<file path="src/hdl/dspd_pkg.sv">
// Shared constants and types of the packed-SIMD op subfield decoder.
// Assumes a 32-bit instruction word with bit 31 as the most significant.
package dspd_pkg;

  // Major opcode and function field values
  localparam logic [5:0] DSPD_SPECIAL_THREE_MAJOR_OPCODE = 6'h1F;
  localparam logic [5:0] DSPD_FUNC_ADDSUB = 6'h10;
  localparam logic [5:0] DSPD_FUNC_CMP = 6'h11;
  localparam logic [5:0] DSPD_FUNC_ABS = 6'h12;
  localparam logic [5:0] DSPD_FUNC_SHIFT_32 = 6'h13;
  localparam logic [5:0] DSPD_FUNC_ABS_64 = 6'h16;
  localparam logic [5:0] DSPD_FUNC_SHIFT_64 = 6'h17;

  // Op field values with a fixed meaning in the absolute sub-class
  localparam logic [4:0] DSPD_OP_SAT_ABS = 5'h09;
  localparam logic [4:0] DSPD_OP_REPL_IMM = 5'h0A;

  // Populated cells of the absolute sub-class tables, bit index = op
  localparam logic [31:0] DSPD_ABS_32_USED = 32'hF8023EFE;
  localparam logic [31:0] DSPD_ABS_64_USED = 32'hF03EFEFC;

  // Field positions in the instruction word
  localparam int DSPD_MAJOR_MSB = 31;
  localparam int DSPD_MAJOR_LSB = 26;
  localparam int DSPD_SRC_A_MSB = 25;
  localparam int DSPD_SRC_A_LSB = 21;
  localparam int DSPD_SRC_B_MSB = 20;
  localparam int DSPD_SRC_B_LSB = 16;
  localparam int DSPD_IMM_MSB = 25;
  localparam int DSPD_IMM_LSB = 16;
  localparam int DSPD_DEST_MSB = 15;
  localparam int DSPD_DEST_LSB = 11;
  localparam int DSPD_OP_MSB = 10;
  localparam int DSPD_OP_LSB = 6;
  localparam int DSPD_ROW_MSB = 10;
  localparam int DSPD_ROW_LSB = 9;
  localparam int DSPD_COL_MSB = 8;
  localparam int DSPD_COL_LSB = 6;
  localparam int DSPD_FUNC_MSB = 5;
  localparam int DSPD_FUNC_LSB = 0;

  // Decoded operation identifiers
  typedef enum logic [4:0] {
    OP_NONE,
    OP_EXT_OTHER,
    OP_ADDSUB_GROUP,
    OP_CMP_UNSIGNED_BYTE_EQUAL,
    OP_CMP_UNSIGNED_BYTE_LESS,
    OP_CMP_UNSIGNED_BYTE_LESS_EQUAL,
    OP_BYTE_PICK,
    OP_GPR_UNSIGNED_BYTE_EQUAL,
    OP_GPR_UNSIGNED_BYTE_LESS,
    OP_GPR_UNSIGNED_BYTE_LESS_EQUAL,
    OP_SIGNED_HALF_EQUAL,
    OP_SIGNED_HALF_LESS,
    OP_SIGNED_HALF_LESS_EQUAL,
    OP_HALFWORD_PICK,
    OP_HALF_TO_BYTE_REDUCE,
    OP_HALF_TO_BYTE_TRUNCATE,
    OP_PACK_RIGHT_LEFT_HALF,
    OP_SAT_UNSIGNED_REDUCE,
    OP_CMP_OTHER,
    OP_SAT_HALF_ABSOLUTE,
    OP_SAT_QUAD_HALF_ABSOLUTE,
    OP_HALF_REPLICATE_IMMEDIATE,
    OP_ABS_OTHER,
    OP_SHIFT_GROUP_32,
    OP_SHIFT_GROUP_64
  } dspd_op_t;

endpackage : dspd_pkg

</file>
<file path="src/hdl/dspd_cmp_table.sv">
// Op table of the compare / pick / precision-reduce sub-class.
// Assumes the caller has already selected that sub-class; pure logic.
`timescale 1ns/10ps
`default_nettype none

module dspd_cmp_table
  import dspd_pkg::*;
(
  input wire logic [1:0] i_row,
  input wire logic [2:0] i_col,
  output var dspd_op_t o_op,
  output logic o_reserved
);

  // Row picks element size, column picks the operation
  always_comb
  begin
    o_op = OP_CMP_OTHER;
    o_reserved = 1'b0;
    unique case (i_row)
      2'h0:
      begin
        unique case (i_col)
          3'h0: o_op = OP_CMP_UNSIGNED_BYTE_EQUAL;
          3'h1: o_op = OP_CMP_UNSIGNED_BYTE_LESS;
          3'h2: o_op = OP_CMP_UNSIGNED_BYTE_LESS_EQUAL;
          3'h3: o_op = OP_BYTE_PICK;
          3'h4: o_op = OP_GPR_UNSIGNED_BYTE_EQUAL;
          3'h5: o_op = OP_GPR_UNSIGNED_BYTE_LESS;
          3'h6: o_op = OP_GPR_UNSIGNED_BYTE_LESS_EQUAL;
          3'h7: o_reserved = 1'b1;
        endcase
      end
      2'h1:
      begin
        unique case (i_col)
          3'h0: o_op = OP_SIGNED_HALF_EQUAL;
          3'h1: o_op = OP_SIGNED_HALF_LESS;
          3'h2: o_op = OP_SIGNED_HALF_LESS_EQUAL;
          3'h3: o_op = OP_HALFWORD_PICK;
          3'h4: o_op = OP_HALF_TO_BYTE_REDUCE;
          3'h5: o_op = OP_HALF_TO_BYTE_TRUNCATE;
          3'h6: o_op = OP_PACK_RIGHT_LEFT_HALF;
          3'h7: o_op = OP_SAT_UNSIGNED_REDUCE;
        endcase
      end
      // Word-size rows: only a few cells are populated
      2'h2: o_reserved = (i_col != 3'h1) && (i_col != 3'h2);
      // Row 11 leaves its three middle columns empty
      2'h3: o_reserved = (i_col == 3'h3) || (i_col == 3'h4) ||
                         (i_col == 3'h5);
    endcase
    if (o_reserved)
    begin
      o_op = OP_NONE;
    end
  end

endmodule : dspd_cmp_table

`default_nettype wire

</file>
<file path="src/hdl/dspd_decoder.sv">
// Second-level decoder of the packed-SIMD extension: op field lookup,
// operand field extraction and reserved-code flagging.
// Assumes the fetch stage offers one word per cycle with a valid strobe
// on the same clock, and the execute stage takes the registered result.
`timescale 1ns/10ps
`default_nettype none

module dspd_decoder
  import dspd_pkg::*;
#(
  parameter bit P_RELEASE2 = 1'b1,
  parameter bit P_RESERVED_TRAPS = 1'b1
)
(
  input wire logic i_core_clk,
  input wire logic i_rst_n,
  input wire logic i_valid,
  input wire logic [31:0] i_instr,
  output logic o_valid,
  output var dspd_op_t o_op,
  output logic o_reserved,
  output logic o_ri_exc,
  output logic [4:0] o_source_reg_a,
  output logic [4:0] o_source_reg_b,
  output logic [4:0] o_dest_reg,
  output logic [4:0] o_shift_amount,
  output logic [9:0] o_imm10
);

  typedef struct packed {
    logic valid;
    dspd_op_t op;
    logic reserved;
    logic ri_exc;
    logic [4:0] src_a;
    logic [4:0] src_b;
    logic [4:0] dest;
    logic [4:0] shamt;
    logic [9:0] imm;
  } dspd_state_t;

  dspd_state_t s_reg;
  dspd_state_t s_next;
  dspd_op_t cmp_op;
  logic cmp_reserved;
  logic [5:0] major;
  logic [5:0] func;
  logic [4:0] op_field;
  logic [1:0] row;
  logic [2:0] col;
  logic [4:0] src_a_field;
  logic [31:0] abs_used;

  // Raw fields of the offered word
  assign major = i_instr[DSPD_MAJOR_MSB:DSPD_MAJOR_LSB];
  assign func = i_instr[DSPD_FUNC_MSB:DSPD_FUNC_LSB];
  assign op_field = i_instr[DSPD_OP_MSB:DSPD_OP_LSB];
  assign row = i_instr[DSPD_ROW_MSB:DSPD_ROW_LSB];
  assign col = i_instr[DSPD_COL_MSB:DSPD_COL_LSB];
  assign src_a_field = i_instr[DSPD_SRC_A_MSB:DSPD_SRC_A_LSB];
  assign abs_used = (func == DSPD_FUNC_ABS) ? DSPD_ABS_32_USED
                                            : DSPD_ABS_64_USED;

  // Compare sub-class table lives apart to keep this body readable
  dspd_cmp_table u_cmp_table (
    .i_row(row),
    .i_col(col),
    .o_op(cmp_op),
    .o_reserved(cmp_reserved)
  );

  // Whole decode in one pass over the word
  always_comb
  begin
    s_next = '0;
    s_next.valid = i_valid;
    s_next.op = OP_NONE;
    s_next.src_a = src_a_field;
    s_next.src_b = i_instr[DSPD_SRC_B_MSB:DSPD_SRC_B_LSB];
    s_next.dest = i_instr[DSPD_DEST_MSB:DSPD_DEST_LSB];
    // Decode only when the major opcode matches
    if (i_valid && (major == DSPD_SPECIAL_THREE_MAJOR_OPCODE))
    begin
      if (!P_RELEASE2)
      begin
        // Older builds know none of this space
        s_next.reserved = 1'b1;
      end
      else
      begin
        unique case (func)
          DSPD_FUNC_ADDSUB: s_next.op = OP_ADDSUB_GROUP;
          DSPD_FUNC_CMP:
          begin
            s_next.op = cmp_op;
            s_next.reserved = cmp_reserved;
          end
          DSPD_FUNC_ABS, DSPD_FUNC_ABS_64:
          begin
            if (op_field == DSPD_OP_SAT_ABS)
            begin
              s_next.op = (func == DSPD_FUNC_ABS) ? OP_SAT_HALF_ABSOLUTE
                                                  : OP_SAT_QUAD_HALF_ABSOLUTE;
              // Nonzero upper field is a malformed word
              s_next.reserved = (src_a_field != 5'h00);
            end
            else if (op_field == DSPD_OP_REPL_IMM)
            begin
              s_next.op = OP_HALF_REPLICATE_IMMEDIATE;
              s_next.imm = i_instr[DSPD_IMM_MSB:DSPD_IMM_LSB];
            end
            else if (abs_used[op_field])
            begin
              s_next.op = OP_ABS_OTHER;
            end
            else
            begin
              s_next.reserved = 1'b1;
            end
          end
          DSPD_FUNC_SHIFT_32:
          begin
            s_next.op = OP_SHIFT_GROUP_32;
            s_next.shamt = src_a_field;
          end
          DSPD_FUNC_SHIFT_64:
          begin
            s_next.op = OP_SHIFT_GROUP_64;
            s_next.shamt = src_a_field;
          end
          // Other functions belong to sub-classes decoded elsewhere
          default: s_next.op = OP_EXT_OTHER;
        endcase
      end
      // Release-1 always traps; reserved codes trap only when chosen
      s_next.ri_exc = !P_RELEASE2 ||
                      (s_next.reserved && P_RESERVED_TRAPS);
    end
  end

  // Stage boundary register; the execute stage sees a clean snapshot
  always_ff @(posedge i_core_clk or negedge i_rst_n)
  begin
    if (!i_rst_n)
    begin
      s_reg <= '0;
    end
    else
    begin
      s_reg <= s_next;
    end
  end

  // Outputs straight from the state register
  assign o_valid = s_reg.valid;
  assign o_op = s_reg.op;
  assign o_reserved = s_reg.reserved;
  assign o_ri_exc = s_reg.ri_exc;
  assign o_source_reg_a = s_reg.src_a;
  assign o_source_reg_b = s_reg.src_b;
  assign o_dest_reg = s_reg.dest;
  assign o_shift_amount = s_reg.shamt;
  assign o_imm10 = s_reg.imm;
endmodule : dspd_decoder

`default_nettype wire

</file>
<file path="config.mk">
export PLATFORM = sky130hd
export DESIGN_NAME = dspd_decoder
export DESIGN_NICKNAME = d
export VERILOG_FILES = /design/src/hdl/dspd_pkg.sv /design/src/hdl/dspd_cmp_table.sv /design/src/hdl/dspd_decoder.sv
export SDC_FILE = /design/constraint.sdc
export NUM_CORES = 1
export LEC_CHECK = 0
export ABC_AREA = 1
export BUFFER_PORTS_ARGS = -buffer_cell sky130_fd_sc_hd__buf_4
export CORE_UTILIZATION = 50
export DETAILED_ROUTE_END_ITERATION = 6
export HOLD_SLACK_MARGIN = 0.08
export PLACE_DENSITY = 0.92
export RECOVER_POWER = 25
export SYNTH_ARGS = -nofsm -noshare
export SYNTH_HDL_FRONTEND = slang
export SYNTH_SLANG_ARGS = --single-unit
</file>
<file path="constraint.sdc">
create_clock -name i_core_clk -period 1.05 [get_ports i_core_clk]
set_input_delay 0.1575 -clock i_core_clk [delete_from_list [all_inputs] [get_ports i_core_clk]]
set_output_delay 0.1575 -clock i_core_clk [all_outputs]
set_load 0.005 [all_outputs]
</file>
==> results of run 1 <==
[stage by stage]
step	area (µm²)	setup slack [ns]
global placement	2590	-0.400
CTS	2930	-0.0222
detailed placement	2590	-0.472
global route	3030	-0.295
floorplan	1850	-0.115
finish	3030	-0.110
[power groups by stage]
stage / clock (W) / sequential (W) / combinational, W
final: 0.00107 / 0.00147 / 0.000597
after global routing: 0.00111 / 0.00147 / 0.000646
after CTS: 0.00103 / 0.00147 / 0.000552
after detailed placement: 0 / 0.00149 / 0.000471
after global placement: 0 / 0.00149 / 0.000457
after floorplan: 0 / 0.00150 / 0.000177
[metal layers]
layer / share of wire / up-vias / routed length, µm
met2: 0.51 / 125 / 3560
met4: 0.089 / 0 / 620
li1: - / 852 / -
met3: 0.073 / 64 / 505
met1: 0.33 / 952 / 2260
met5: 0 / - / 0
[worst max-delay path by stage]
stage	start	to	slack, ns	depth (start not counted)
2_1_floorplan	i_instr[7]	o_op[1]	-0.11	11
4_1_cts	i_instr[7]	o_op[0]	-0.02	13
5_1_grt	i_instr[7]	o_op[1]	-0.30	11
6_report	i_instr[7]	o_op[1]	-0.11	11
3_3_place_gp	i_instr[7]	o_op[0]	-0.40	10
3_5_place_dp	i_instr[7]	o_op[1]	-0.47	12
[kinds of logic (layout without fill, tap and decap cells)]
logic type      count (synthesis)  count (layout)  synth area share
flops                          37              37             0.524
compound gates                 26              26            0.0957
buf+inv                        34             156            0.0850
simple gates                   85              86             0.252
fa+ha+maj                       6               6            0.0425
[layout by cell type (no fill, tap or decap), types with 2 or more instances in the layout]
cell,synthesis,final
nor3_1,5,4
o211ai_1,3,3
buf_6,2,20
nor2_4,2,2
nor2_1,15,13
clkbuf_1,0,4
nand2_1,35,27
buf_12,0,2
inv_2,4,9
nor3_2,5,6
dlygate4sd3_1,0,17
ha_4,0,4
o21ai_1,4,4
dfrtp_1,37,37
nand3_2,3,4
buf_4,1,62
ha_1,6,2
nand2_4,1,2
nor2_2,2,4
a21oi_1,9,4
a21oi_2,2,7
nand4_1,3,3
clkbuf_4,0,19
inv_1,25,18
nand2_2,2,10
o21ai_0,3,3
nand3_1,9,8
[timing repair]
action,CTS,global route
hold endpoints to repair,59,0
cloned,0,1
resized for setup,13,29
setup buffers,4,0
endpoints found under the setup margin,15,37
hold buffers,17,0
pin swaps,5,6
[layout make-up]
cell class                      instances  area share
Timing Repair Buffer                  118       0.336
Sequential cell                        37       0.306
Multi-Input combinational cell        118       0.266
Inverter                               30      0.0447
Tap cell                               46      0.0190
Clock buffer                            7      0.0182
Clock inverter                          1     0.00993
==> flow_summary_export.csv, run 1 <==
group,metric,value,unit
run_status,status,"complete, but fails checks",
run_status,violations,"negative setup slack",
critical_path,crit_path_frequent_cell,"nand2_1",
synth,ys_ff_latch,37,
job,maxCapViolCount,0,
route,drt_iter0_drc,111,
sta,fin_setup_tns,-0.844,ns
global_route,use_met3,0.0483,
power,p_int,0.00233,W
power,power_frac_clock,0.340,
synth,yosys_warnings,0,
synth,synthTopCellsByCount,"dfrtp_1 (37), nand2_1 (35), inv_1 (25)",
global_route,busiest_layer,"met2",
synth,avgSynthCellArea,9.39,µm²
layout,diodes,0,
global_route,overflow,0,
critical_path,crit_fanout,5,
synth,synth_cell_types,32,
place,placed_cells,327,
cts,clkSinkCount,37,
route,viasPerCell,5.58,
power,p_comb_frac,0.190,
sta,fin_crit,1.16,ns
sta,fin_ws,-0.110,ns
route,wl,6.95,mm
sta,worstMarginPinSlew,0.627,ns
floorplan,core,3360,µm²
cts,numCtsBuffers,5,
floorplan,start_util,0.525,
power,ir_drop,0.000586,V
synth,yosysMostFrequentCell,"dfrtp_1",
floorplan,die_w,61.4,µm
cts,clk_pin_slew_worst_paths,0.12,ns
route,ant_nets,0,
synth,ys_seq_area_frac,0.524,
sta,hold_viol_final,0,
floorplan,io_pins,73,
layout,largest_reg_flops,10,
cts,cts_tree,"built",
place,dp_hpwl,3.48,mm
critical_path,critPathMaxStageDelay,0.20,ns
worst_hold_path,min_path_cells,3,
power,total_power,0.00314,W
sta,slew_violations,0,
critical_path,cp.arrival,1.45,ns
worst_hold_path,min_to,"o_shift_amount[0]",
route,drtPass1Iterations,4,
synth,synth-async-reset-ratio,1.00,
layout,final_core_util,0.900,
synth,synth.area.top_cells,"dfrtp_1 (52%), nand2_1 (7.4%), inv_1 (5.3%)",
power,powerDensity,1040,nW/µm²
critical_path,path_class,"input port to register",
sta,max_freq,0.862,GHz
route,drc,0,
critical_path,worst-endpoint-required,1.34,ns
cts,cts.htree.levels,2,
floorplan,fp.dieArea,3770,µm²
sta,relSlewSlack,0.581,
global_route,grt_pass1_vias,1810,
critical_path,cp_cell_sequence,"buf_12 -> buf_4 -> nor2_1 -> a21oi_1 -> nand2_1 -> nand3_2 -> nand2_1 -> nand2_1 -> nand2_1 -> nand2_1 -> a21oi_2",
synth,synth-edff-count,0,
layout,register_area,926,µm²
synth,synth_ff_type,"dfrtp_1",
synth,synth_cells,188,
critical_path,start_kind,"input port",
layout,nFillCells,149,
layout,multiInputGateArea,805,µm²
worst_hold_path,hp-class,"input port to register",
synth,synth_top_area_share,0.524,
sta,holdWs,0.138,ns
synth,yosys.area.top_type,"dfrtp_1",
critical_path,worst_path_dominant_cell_family,"simple AND/OR/NAND/NOR gates",
sta,setup_viol,23,
worst_hold_path,hold_path_startpoint,"i_instr[21]",
critical_path,crit_buf_inv,2,
synth,synth_nets,229,
floorplan,die_h,61.4,µm
sta,finalCritPeriodShare,1.10,
route,dr_total_vias,1993,
layout,fin_nets,351,
global_route,grt_pass1_wl,8.52,mm
place,io_buffers,72,
synth,synth_area,1770,µm²
power,power_frac_seq,0.469,
sta,rsz0062_at_grt,"true",
critical_path,setup.worst_path.end_class,"register",
global_route,use_met2,0.632,
global_route,track_usage,0.333,
floorplan,rows,21,
layout,area_growth,71.4,%
critical_path,cp_slowest_cell,"nor2_1",
cts,cts.path.max_buffers,2,
global_route,grt_max_degree,38,
place,place_congestion,0.963,
layout,drive_gt1_frac,0.514,
layout,final-instance-count-excl-fill,357,
global_route,antenna_found_initial,0,
route,wl_per_cell,19.5,µm
power,netSwitchingFraction,0.258,
cts,root_buffer,"clkbuf_4",
power,power_switching,0.000810,W
power,leakage,1.50,nW
global_route,grt.met1_usage,0.336,
(Power assumes the default switching activity.)
==> inputs of run 2 (changes only) <==
- REMOVE_ABC_BUFFERS: unset -> 1
==> run 2 against run 1 <==
  * Die area did not move
  * Highest routed layer unchanged
  * Critical endpoint is now o_op[2]
  * Global-route usage fell by 3.6 points
  * The flow still finishes with violations (negative setup slack)
  * First-iteration DRC count rose by 49%
  * Critical path depth rose by 1
==> flow_summary_export.csv, run 2 (synthesis results as in run 1) <==
group,metric,value,unit
critical_path,worst_path_dominant_cell_family,"compound AO/OA/AOI/OAI gates",
sta,max_freq,0.758,GHz
power,power_frac_seq,0.505,
critical_path,path_class,"input port to register",
run_status,violations,"negative setup slack",
power,p_int,0.00203,W
run_status,status,"complete, but fails checks",
layout,fin_nets,353,
floorplan,io_pins,73,
critical_path,cp.arrival,1.61,ns
sta,slew_violations,0,
cts,clk_pin_slew_worst_paths,0.12,ns
global_route,antenna_found_initial,0,
layout,fin_area,3080,µm²
layout,area_growth,74.3,%
sta,relSlewSlack,0.635,
global_route,grt_pass1_vias,1648,
worst_hold_path,hp-class,"input port to register",
cts,cts_tree,"built",
layout,final_common_cell,"buf_4",
sta,worstMarginPinSlew,0.546,ns
power,netSwitchingFraction,0.306,
cts,root_buffer,"clkbuf_4",
sta,rsz0062_at_grt,"true",
critical_path,start_kind,"input port",
route,ant_nets,0,
route,dr_total_vias,2049,
route,wl_per_cell,20.8,µm
layout,largest_reg_flops,10,
sta,setup_viol,32,
layout,multiInputGateArea,823,µm²
job,maxCapViolCount,0,
critical_path,cp_slowest_cell,"a21oi_1",
floorplan,start_util,0.525,
critical_path,crit_fanout,4,
worst_hold_path,hold_path_startpoint,"i_instr[21]",
sta,fin_setup_tns,-1.48,ns
layout,register_area,926,µm²
floorplan,die_w,61.4,µm
sta,finalCritPeriodShare,1.26,
global_route,grt_pass1_wl,7.69,mm
power,power_switching,0.000893,W
global_route,grt_max_degree,38,
layout,nFillCells,130,
cts,cts.htree.levels,2,
route,drc,0,
sta,fin_crit,1.32,ns
power,p_comb_frac,0.220,
route,viasPerCell,5.71,
cts,numCtsBuffers,5,
place,dp_hpwl,3.54,mm
global_route,track_usage,0.297,
worst_hold_path,min_path_cells,3,
cts,clkSinkCount,37,
floorplan,fp.dieArea,3770,µm²
power,powerDensity,949,nW/µm²
floorplan,die_h,61.4,µm
place,placed_area,2540,µm²
critical_path,critPathMaxStageDelay,0.23,ns
layout,drive_gt1_frac,0.524,
power,ir_drop,0.000548,V
place,io_buffers,72,
power,leakage,1.49,nW
cts,cts.path.max_buffers,2,
floorplan,rows,21,
route,drtPass1Iterations,4,
worst_hold_path,min_to,"o_imm10[5]",
sta,fin_ws,-0.269,ns
floorplan,core,3360,µm²
route,wl,7.46,mm
layout,layout_common_cells,"buf_4 (50), dfrtp_1 (37), buf_6 (35)",
critical_path,cp_cell_sequence,"buf_12 -> inv_6 -> ha_4 -> inv_4 -> nand2_2 -> o21ai_2 -> buf_4 -> a21oi_1 -> a31oi_1 -> nor2_1 -> nor2_1 -> a21oi_1",
critical_path,crit_buf_inv,4,
critical_path,setup.worst_path.end_class,"register",
critical_path,worst-endpoint-required,1.34,ns
place,place_congestion,0.872,
route,drt_iter0_drc,165,
global_route,overflow,0,
layout,diodes,0,
power,power_frac_clock,0.275,
sta,hold_viol_final,0,
==> run 2: changes by cell type in the layout (fill, tap and decap cells not counted), moves of 2 or more <==
cell | previous run | this run
o21ai_2 | 1 | 4
clkinv_2 | 0 | 2
buf_6 | 20 | 35
clkbuf_1 | 4 | 6
o21ai_1 | 4 | 1
buf_4 | 62 | 50
clkbuf_4 | 19 | 16
==> run 2: area by class of cell <==
type | instances | share of cell area
clock buffer | 5 | 0.0122
clock inverter | 3 | 0.00569
inverter | 30 | 0.0423
multi-input combinational | 117 | 0.268
sequential | 37 | 0.301
tap | 46 | 0.0187
timing repair buffer | 121 | 0.353
==> run 2: per-stage QoR <==
| step | util | hold slack, ns | setup WS (ns) | power, W | std cells |
|---|---|---|---|---|---|
| 2_1_floorplan | - | -0.138 | -0.219 | 0.00165 | 184 |
| 3_3_place_gp | 0.755 | 0.130 | -0.435 | 0.00193 | 330 |
| 3_5_place_dp | 0.755 | 0.131 | -0.482 | 0.00194 | 330 |
| 4_1_cts | 0.847 | 0.0936 | -0.0307 | 0.00272 | 357 |
| 5_1_grt | 0.915 | 0.0968 | -0.314 | 0.00301 | 359 |
| 6_report | 0.915 | 0.0883 | -0.269 | 0.00292 | 359 |
==> run 2: how the worst max path moves through the flow <==
| stage | end | from | cells after the start | slack [ns] |
|---|---|---|---|---|
| 2_1_floorplan | o_op[0] | i_instr[7] | 9 | -0.22 |
| 3_3_place_gp | o_op[2] | i_instr[7] | 9 | -0.44 |
| 3_5_place_dp | o_op[3] | i_instr[6] | 12 | -0.48 |
| 4_1_cts | o_reserved | o_reserved | 1 | -0.03 |
| 5_1_grt | o_op[2] | i_instr[6] | 12 | -0.31 |
| 6_report | o_op[2] | i_instr[6] | 12 | -0.27 |
==> run 2: worst min-delay path, stage by stage <==
cell and delay [ns]:
clkbuf_1 0.09, inv_1 0.11, nor3_2 0.06
==> run 2: per-layer routing <==
| metal | up-vias | share of wire | track usage |
|---|---|---|---|
| li1 | 855 | - | - |
| met1 | 960 | 0.35 | 0.318 |
| met2 | 174 | 0.51 | 0.551 |
| met3 | 60 | 0.081 | 0.0693 |
| met4 | 0 | 0.066 | 0.140 |
| met5 | - | 0 | 0 |
==> run 2: power groups by stage <==
stage                     registers (W)  clock network, W  logic, W
after CTS                       0.00146          0.000730  0.000530
after detailed placement        0.00149                 0  0.000448
after floorplan                 0.00150                 0  0.000150
after global placement          0.00149                 0  0.000438
final                           0.00148          0.000802  0.000643
after global routing            0.00148          0.000849  0.000688
==> run 2: what timing repair did <==
item	CTS	global route
hold buffers	17	0
endpoints found under the hold margin	59	0
pin swaps	8	21
buffers inserted	2	2
resized for setup	18	67
setup endpoints to repair	18	43
